--- src/mcs_pkg.sv ---
// Package: word offsets, bit positions and reset values of the motion status input words
//
// Functional notes
// - Bit 00 of word 6 flags axis 2 following error past its warning limit, bit 08 does so for axis 3.
// - Bit 01 of word 6 shows an active forward limit on axis 2, bit 09 on axis 3.
// - Bit 02 of word 6 shows an active reverse limit on axis 2, bit 10 on axis 3.
// - Bit 03 of word 6 is high during an origin search on axis 2, bit 11 on axis 3.
// - Bit 04 of word 6 is high while axis 2 is in feedhold, bit 12 for axis 3.
// - Bit 05 of word 6 flags axis 2 following error past its hard limit, bit 13 does so for axis 3.
// - Bit 06 of word 6 flags axis 2 past its software forward limit, bit 14 for axis 3.
// - Bit 07 of word 6 flags axis 2 past its software reverse limit, bit 15 for axis 3.
// - Bits 00 to 04 of word 7 carry the program error of tasks 1 to 5, one bit each.
// - Bit 05 of word 7 is high while the backup battery voltage is low.
// - Bit 07 of word 7 is set when a transfer between unit and controller fails.
// - Bits 08 to 15 of word 7 mirror the indicator mode that selects what the 8 panel LEDs show.
// - Data the unit program writes for the host lands in words 8 and 9 at the next refresh.
// - All input words are exchanged at every refresh with no request from either side.

package mcs_pkg;

    localparam int unsigned WORD_W = 16;
    localparam int unsigned ADDR_W = 4;

    // Word offsets relative to base word n
    localparam logic [3:0] OFS_AXIS_STATUS = 4'h6;
    localparam logic [3:0] OFS_TASK_STATUS = 4'h7;
    localparam logic [3:0] OFS_XFER_IN_0   = 4'h8;
    localparam logic [3:0] OFS_XFER_IN_1   = 4'h9;

    // Per-axis field positions within one byte of word 6
    localparam int unsigned AX_FE_WARN  = 0;
    localparam int unsigned AX_FWD_LIM  = 1;
    localparam int unsigned AX_REV_LIM  = 2;
    localparam int unsigned AX_ORIGIN   = 3;
    localparam int unsigned AX_FEEDHOLD = 4;
    localparam int unsigned AX_FE_LIM   = 5;
    localparam int unsigned AX_SW_FWD   = 6;
    localparam int unsigned AX_SW_REV   = 7;
    localparam int unsigned AX2_BASE    = 0;
    localparam int unsigned AX3_BASE    = 8;

    // Word 7 field positions
    localparam int unsigned TASK_ERR_LSB = 0;
    localparam int unsigned TASK_CNT     = 5;
    localparam int unsigned LOW_BATT_BIT = 5;
    localparam int unsigned UNUSED_BIT   = 6;
    localparam int unsigned XFER_ERR_BIT = 7;
    localparam int unsigned IND_MODE_LSB = 8;
    localparam int unsigned IND_MODE_W   = 8;

    // Reset values
    localparam logic [15:0] WORD_RST = 16'h0000;

    // Refresh period in ns and derived cycles at 100 MHz
    localparam int unsigned CLK_PERIOD_NS     = 10;
    localparam int unsigned REFRESH_PERIOD_NS = 10000;
    localparam int unsigned REFRESH_CYCLES    = REFRESH_PERIOD_NS / CLK_PERIOD_NS;

    typedef enum logic [1:0] {
        MCS_IDLE,
        MCS_COPY,
        MCS_DONE
    } mcs_refresh_state_t;

endpackage

--- src/mcs_refresh_timer.sv ---
// Refresh timer: produces the periodic one-cycle refresh strobe
`timescale 1ns/1ps

module mcs_refresh_timer
    import mcs_pkg::*;
#(
    parameter int unsigned PERIOD = REFRESH_CYCLES
) (
    // Clock and reset
    input  wire logic clk,
    input  wire logic rst_n,
    // Strobe
    output logic      tick
);

    logic [15:0] cnt_r;
    logic [15:0] cnt_nxt;
    logic        tick_nxt;

    always_comb begin
        if (cnt_r == 16'(PERIOD - 1)) begin
            cnt_nxt  = 16'h0000;
            tick_nxt = 1'b1;
        end else begin
            cnt_nxt  = cnt_r + 16'h0001;
            tick_nxt = 1'b0;
        end
    end

    always_ff @(posedge clk) begin
        if (!rst_n) begin
            cnt_r <= 16'h0000;
            tick  <= 1'b0;
        end else begin
            cnt_r <= cnt_nxt;
            tick  <= tick_nxt;
        end
    end

endmodule

--- src/mcs_sync.sv ---
// Two-flop synchroniser for a bus of pin levels
`timescale 1ns/1ps

module mcs_sync #(
    parameter int unsigned W = 1
) (
    // Clock and reset
    input  wire logic         clk,
    input  wire logic         rst_n,
    // Levels
    input  wire logic [W-1:0] d,
    output logic      [W-1:0] q
);

    logic [W-1:0] meta_r;

    always_ff @(posedge clk) begin
        if (!rst_n) begin
            meta_r <= '0;
            q      <= '0;
        end else begin
            meta_r <= d;
            q      <= meta_r;
        end
    end

endmodule

--- src/mcs_status_words.sv ---
// Status and transfer input words n+6 to n+9 presented to the host controller
`timescale 1ns/1ps

module mcs_status_words
    import mcs_pkg::*;
#(
    parameter int unsigned REFRESH_PERIOD = REFRESH_CYCLES
) (
    // Clock and reset
    input  wire logic        clk,
    input  wire logic        rst_n,
    // Axis 2 and 3 conditions, one bit per axis field (pins)
    input  wire logic [7:0]  axis2_cond,
    input  wire logic [7:0]  axis3_cond,
    // Unit conditions
    input  wire logic        low_batt,
    input  wire logic [4:0]  task_err,
    input  wire logic        xfer_err,
    input  wire logic [7:0]  indicator_mode,
    // Unit program writes for the host
    input  wire logic        prog_wr,
    input  wire logic        prog_wr_sel,
    input  wire logic [15:0] prog_wr_data,
    // Host side word area
    input  wire logic [3:0]  host_addr,
    output logic      [15:0] host_io_word_area,
    output logic             refresh_done
);

    ////////////////////////////////////////////////////////////////////////////
    // Synchronise pin-level conditions

    logic [7:0] ax2_s;
    logic [7:0] ax3_s;
    logic       batt_s;

    mcs_sync #(.W(8)) u_sync_ax2 (
        .clk   (clk),
        .rst_n (rst_n),
        .d     (axis2_cond),
        .q     (ax2_s)
    );

    mcs_sync #(.W(8)) u_sync_ax3 (
        .clk   (clk),
        .rst_n (rst_n),
        .d     (axis3_cond),
        .q     (ax3_s)
    );

    mcs_sync #(.W(1)) u_sync_batt (
        .clk   (clk),
        .rst_n (rst_n),
        .d     (low_batt),
        .q     (batt_s)
    );

    ////////////////////////////////////////////////////////////////////////////
    // Refresh strobe

    logic tick;

    mcs_refresh_timer #(.PERIOD(REFRESH_PERIOD)) u_timer (
        .clk   (clk),
        .rst_n (rst_n),
        .tick  (tick)
    );

    ////////////////////////////////////////////////////////////////////////////
    // Word assembly

    function automatic logic [7:0] axis_byte(input logic [7:0] c);
        logic [7:0] b;
        b              = 8'h00;
        b[AX_FE_WARN]  = c[AX_FE_WARN];
        b[AX_FWD_LIM]  = c[AX_FWD_LIM];
        b[AX_REV_LIM]  = c[AX_REV_LIM];
        b[AX_ORIGIN]   = c[AX_ORIGIN];
        b[AX_FEEDHOLD] = c[AX_FEEDHOLD];
        b[AX_FE_LIM]   = c[AX_FE_LIM];
        b[AX_SW_FWD]   = c[AX_SW_FWD];
        b[AX_SW_REV]   = c[AX_SW_REV];
        return b;
    endfunction

    logic [15:0] axis_live;
    logic [15:0] task_live;

    always_comb begin
        axis_live                       = WORD_RST;
        axis_live[AX2_BASE +: 8]        = axis_byte(ax2_s);
        axis_live[AX3_BASE +: 8]        = axis_byte(ax3_s);
        task_live                       = WORD_RST;
        task_live[TASK_ERR_LSB +: TASK_CNT] = task_err;
        task_live[LOW_BATT_BIT]         = batt_s;
        task_live[UNUSED_BIT]           = 1'b0;
        task_live[IND_MODE_LSB +: IND_MODE_W] = indicator_mode;
    end

    ////////////////////////////////////////////////////////////////////////////
    // Transfer error catch: a short error between refreshes is not missed

    logic xerr_pend_r;
    logic xerr_pend_nxt;

    always_comb begin
        // Set wins over the clear taken at refresh
        if (xfer_err) begin
            xerr_pend_nxt = 1'b1;
        end else if (tick) begin
            xerr_pend_nxt = 1'b0;
        end else begin
            xerr_pend_nxt = xerr_pend_r;
        end
    end

    ////////////////////////////////////////////////////////////////////////////
    // Staged program data, copied at the next refresh

    logic [15:0] stage0_r;
    logic [15:0] stage1_r;
    logic [15:0] stage0_nxt;
    logic [15:0] stage1_nxt;

    always_comb begin
        stage0_nxt = stage0_r;
        stage1_nxt = stage1_r;
        if (prog_wr && !prog_wr_sel) begin
            stage0_nxt = prog_wr_data;
        end
        if (prog_wr && prog_wr_sel) begin
            stage1_nxt = prog_wr_data;
        end
    end

    ////////////////////////////////////////////////////////////////////////////
    // Host-visible words, updated only at refresh

    logic [15:0] w6_r;
    logic [15:0] w7_r;
    logic [15:0] w8_r;
    logic [15:0] w9_r;
    logic [15:0] w6_nxt;
    logic [15:0] w7_nxt;
    logic [15:0] w8_nxt;
    logic [15:0] w9_nxt;
    logic        done_nxt;

    always_comb begin
        w6_nxt   = w6_r;
        w7_nxt   = w7_r;
        w8_nxt   = w8_r;
        w9_nxt   = w9_r;
        done_nxt = 1'b0;
        // Copy happens with no request from either side
        if (tick) begin
            w6_nxt   = axis_live;
            w7_nxt   = task_live;
            w7_nxt[XFER_ERR_BIT] = xerr_pend_r | xfer_err;
            w8_nxt   = stage0_nxt;
            w9_nxt   = stage1_nxt;
            done_nxt = 1'b1;
        end
    end

    always_ff @(posedge clk) begin
        if (!rst_n) begin
            xerr_pend_r  <= 1'b0;
            stage0_r     <= WORD_RST;
            stage1_r     <= WORD_RST;
            w6_r         <= WORD_RST;
            w7_r         <= WORD_RST;
            w8_r         <= WORD_RST;
            w9_r         <= WORD_RST;
            refresh_done <= 1'b0;
        end else begin
            xerr_pend_r  <= xerr_pend_nxt;
            stage0_r     <= stage0_nxt;
            stage1_r     <= stage1_nxt;
            w6_r         <= w6_nxt;
            w7_r         <= w7_nxt;
            w8_r         <= w8_nxt;
            w9_r         <= w9_nxt;
            refresh_done <= done_nxt;
        end
    end

    ////////////////////////////////////////////////////////////////////////////
    // Read-only host access; no write path exists

    logic [15:0] rd_nxt;

    always_comb begin
        case (host_addr)
            OFS_AXIS_STATUS: rd_nxt = w6_r;
            OFS_TASK_STATUS: rd_nxt = w7_r;
            OFS_XFER_IN_0:   rd_nxt = w8_r;
            OFS_XFER_IN_1:   rd_nxt = w9_r;
            default:         rd_nxt = WORD_RST;
        endcase
    end

    always_ff @(posedge clk) begin
        if (!rst_n) begin
            host_io_word_area <= WORD_RST;
        end else begin
            host_io_word_area <= rd_nxt;
        end
    end

endmodule

--- config.mk ---
export PLATFORM = sky130hd
export DESIGN_NAME = mcs_status_words
export DESIGN_NICKNAME = d
export VERILOG_FILES = /design/src/mcs_pkg.sv /design/src/mcs_refresh_timer.sv /design/src/mcs_sync.sv /design/src/mcs_status_words.sv
export SDC_FILE = /design/constraint.sdc
export NUM_CORES = 1
export LEC_CHECK = 0
export ABC_AREA = 1
export BUFFER_PORTS_ARGS = -buffer_cell sky130_fd_sc_hd__buf_4
export CORE_MARGIN = 1
export CORE_UTILIZATION = 52
export DETAILED_ROUTE_END_ITERATION = 16
export PLACE_DENSITY = 0.81
export SYNTH_ARGS = -nofsm -noshare
export SYNTH_HDL_FRONTEND = slang
export SYNTH_SLANG_ARGS = --single-unit
--- constraint.sdc ---
create_clock -name clk -period 1.16 [get_ports clk]
set_clock_uncertainty 0.05 [all_clocks]
set_input_delay 0.232 -clock clk [delete_from_list [all_inputs] [get_ports clk]]
set_output_delay 0.232 -clock clk [all_outputs]
set_load 0.005 [all_outputs]
==> results.yml <==
outcome:
  status: "complete, but fails checks"
  violations: "setup timing"
floorplanning:
  fp.dieH_um: 114
  fp-row-count: 40
  dieArea_mm2: 0.0129
  die_w_um: 114
  initial_utilization_pct: 53.7
  coreArea_mm2: 0.0121
  io_pins: 72
routing:
  vias: 5937
  first_iter_violations: 543
  dr.pass1.iters: 5
  drcViolationCount: 0
  wl_um: 16700
  viasPerCell: 5.04
  antenna_left: 0
  avgRoutedWirePerCell_um: 14.2
critical_path:
  r2r-start: "u_timer.cnt_r[1]"
  reg2reg_to: "u_timer.cnt_r[5]"
  slowest_stage: "dfxtp_4"
  cp_max_fo: 16
  critical_path_class: "flop to flop"
  end_kind: "flop"
  arrival_ns: 1.49
  r2r_cells: 7
  rrSetupSlack_ns: -0.07
  startpoint_type: "flop"
  worstSetupStartpoint: "u_timer.cnt_r[1]"
  crit_chain: "ha_4 > nand3_2 > nor2_2 > nand2_1 > nand2_2 > buf_12 > nor2_1"
  crit_required_ns: 1.42
  slowest_delay_ns: 0.37
logic_synthesis:
  synth_area_per_cell_um2: 7.36
  synth-simple-area-share_pct: 19.8
  yosys_warnings: 0
  ys_types: 27
  syn_nets: 936
  post-synth-top-area-cell: "dfxtp_1"
  synthCells: 880
  synth_xor_area_share_pct: 0.541
  netlist.area_leader.share_pct: 50.7
  synth.area.top_cells: "dfxtp_1 51%, inv_1 11%, nor2_1 8.9%, nand2_1 6.1%, o21ai_0 5.7%"
  synth_top_family_by_area: "simple AND/OR/NAND/NOR gates"
  synth-adder-area-share_pct: 0.193
  synth_compound_area_share_pct: 14.7
  synthesis.area_mm2: 0.00648
  synth_mux_area_share_pct: 0
  ys_ff_latch: 164
  seq_area_frac_synth_pct: 50.7
cells_and_area:
  final_nets: 1053
  fin_util_pct: 70.9
  syn_to_final_growth_pct: 31.9
  layout-drive-gt1-share_pct: 20.1
  finalInstanceArea_mm2: 0.00855
  fillerInstances: 863
  n_antenna_cell: 0
power_and_ir_drop:
  peakVddDrop_mv: 1.15
  power_leakage_nw: 4.19
  powerDensity_mw_per_mm2: 1470
  finalPower_mw: 12.6
sta:
  rsz0062_at_grt: "true"
  fin_setup_tns_ns: -1.03
  worst_pin_slew_ns: 0.299
  max_freq_mhz: 811
  period_share_pct: 106
  slew_violations: 0
  period_minus_slack_ns: 1.23
  slew_headroom_pct: 80.0
  hold_viol: 0
  setup_viol: 17
  layout_setup_ws_ns: -0.0723
placed_design:
  placed_cell_area_mm2: 0.00745
  place_hpwl_um: 9170
  io_buffers: 71
  pre_cts_ws_ns: -0.140
  routabilityCongestion: 0.872
flow_run:
  cap_violations: 0
cts:
  clkTransAtPathRegs_ns: 0.06
  clockRootBuffer: "clkbuf_16"
  clock_sinks: 164
  cts_buffers: 17
  clk_path_buf_depth: 2
  clk_latency_ns: 0.43
  cts_tree: "built"
  cts_max_level: 4
hold_path:
  hold_path.class: "primary input to flop"
  hp-start: "indicator_mode[2]"
  min_path_cells: 3
  hold_end: "w7_r[10]"
global_route:
  grt_max_degree: 63
  grt_pass1_vias: 5579
  grt_pass1_wl_um: 25300
  antenna_found_initial: 0
  grt-ovfl-total: 0
  grt_use_total_pct: 25.4
flip-flops by register name, indices dropped and copies added, names as in the netlist, 8 cells and up:
signal and cells:
stage0_r 16, w7_r 15, w9_r 16, w8_r 16
u_sync_ax2.meta_r 8, u_sync_ax3.q 8, w6_r 16, u_sync_ax3.meta_r 8
u_timer.cnt_r 16, host_io_word_area 16, stage1_r 16, u_sync_ax2.q 8
cells by family (layout without fill, tap and decap cells):
logic type | after synthesis | count (layout)
buffers and inverters | 231 | 361
XOR/XNOR | 4 | 4
AND/OR/NAND/NOR | 314 | 314
AO/OA/AOI/OAI | 166 | 166
adder cells (fa/ha/maj) | 1 | 1
flip-flops | 164 | 164
layout by cell type (no fill, tap or decap), types with 29 or more instances in the layout:
cell / count
o21a_1: 32
buf_4: 87
inv_1: 181
nand2_1: 102
nand3_1: 42
o21ai_0: 72
a21oi_1: 37
nor2_1: 148
dfxtp_1: 144
dlygate4sd3_1: 29
worst max path at each step:
| stage | slack, ns | to |
|---|---|---|
| 3_3_place_gp | -0.11 | host_io_word_area[14] |
| 6_report | -0.07 | u_timer.cnt_r[5] |
| 3_5_place_dp | -0.14 | host_io_word_area[14] |
| 5_1_grt | -0.18 | u_timer.cnt_r[10] |
| 4_1_cts | -0.09 | u_timer.cnt_r[1] |
| 2_1_floorplan | 0.01 | u_timer.cnt_r[8] |
stage by stage:
step | hold WS [ns] | instances
2_1_floorplan | 0.280 | 880
4_1_cts | 0.000698 | 1176
3_5_place_dp | 0.349 | 1115
3_3_place_gp | 0.346 | 1115
5_1_grt | 0.0178 | 1178
6_report | 0.00867 | 1178
critical path, delay by kind of cell (launching register included):
| family | cells | cell delay, ns |
|---|---|---|
| simple gates | 5 | 0.40 |
| buf+inv | 1 | 0.14 |
| fa+ha+maj | 1 | 0.16 |
| flops | 1 | 0.37 |
per-layer routing:
metal / part of all wire [%] / vias to the layer above / global-route usage [%]
met3: 5.0 / 66 / 5.47
li1: - / 2905 / -
met2: 52 / 230 / 45.8
met4: 4.0 / 0 / 14.1
met1: 39 / 2736 / 27.5
met5: 0 / - / 0
synth_stat cells:
cell        n
xnor2_1     3
o21ai_0    74
buf_6       2
buf_1       4
dfxtp_1   164
buf_2      18
o31ai_1     1
o21a_1     32
nand3_1    45
o21ai_2    10
nor2_1    153
xor2_1      1
o21bai_1    1
nand2_1   106
buf_4       2
ha_1        1
or2_2       1
o21ai_1     9
a21oi_1    39
clkbuf_1   16
nand2_2     1
nand4_1     3
inv_2       6
nor2_2      2
nor2_4      2
inv_1     183
nand3_4     1
area by class of cell:
class	instances	area, µm²	area share, %
clock buffers	21	470	5.50
inverters	189	712	8.33
well taps	168	210	2.46
repair buffers	140	1340	15.6
flip-flops and latches	164	3320	38.8
clock inverters	11	149	1.74
multi-input cells	485	2350	27.5
timing repair:
action,CTS,global route
hold buffers,29,0
hold endpoints to repair,30,0
gates cloned,0,2
setup endpoints to repair,22,39
resized for setup,20,35
buffers inserted,0,0
power by group:
| group | switching, mW | leakage [nW] | internal, mW |
|---|---|---|---|
| Combinational | 0.464 | 2.54 | 0.425 |
| Clock | 2.28 | 0.296 | 3.57 |
| Sequential | 0.0551 | 1.35 | 5.77 |
| Total | 2.80 | 4.19 | 9.76 |
(Power assumes the default switching activity.)
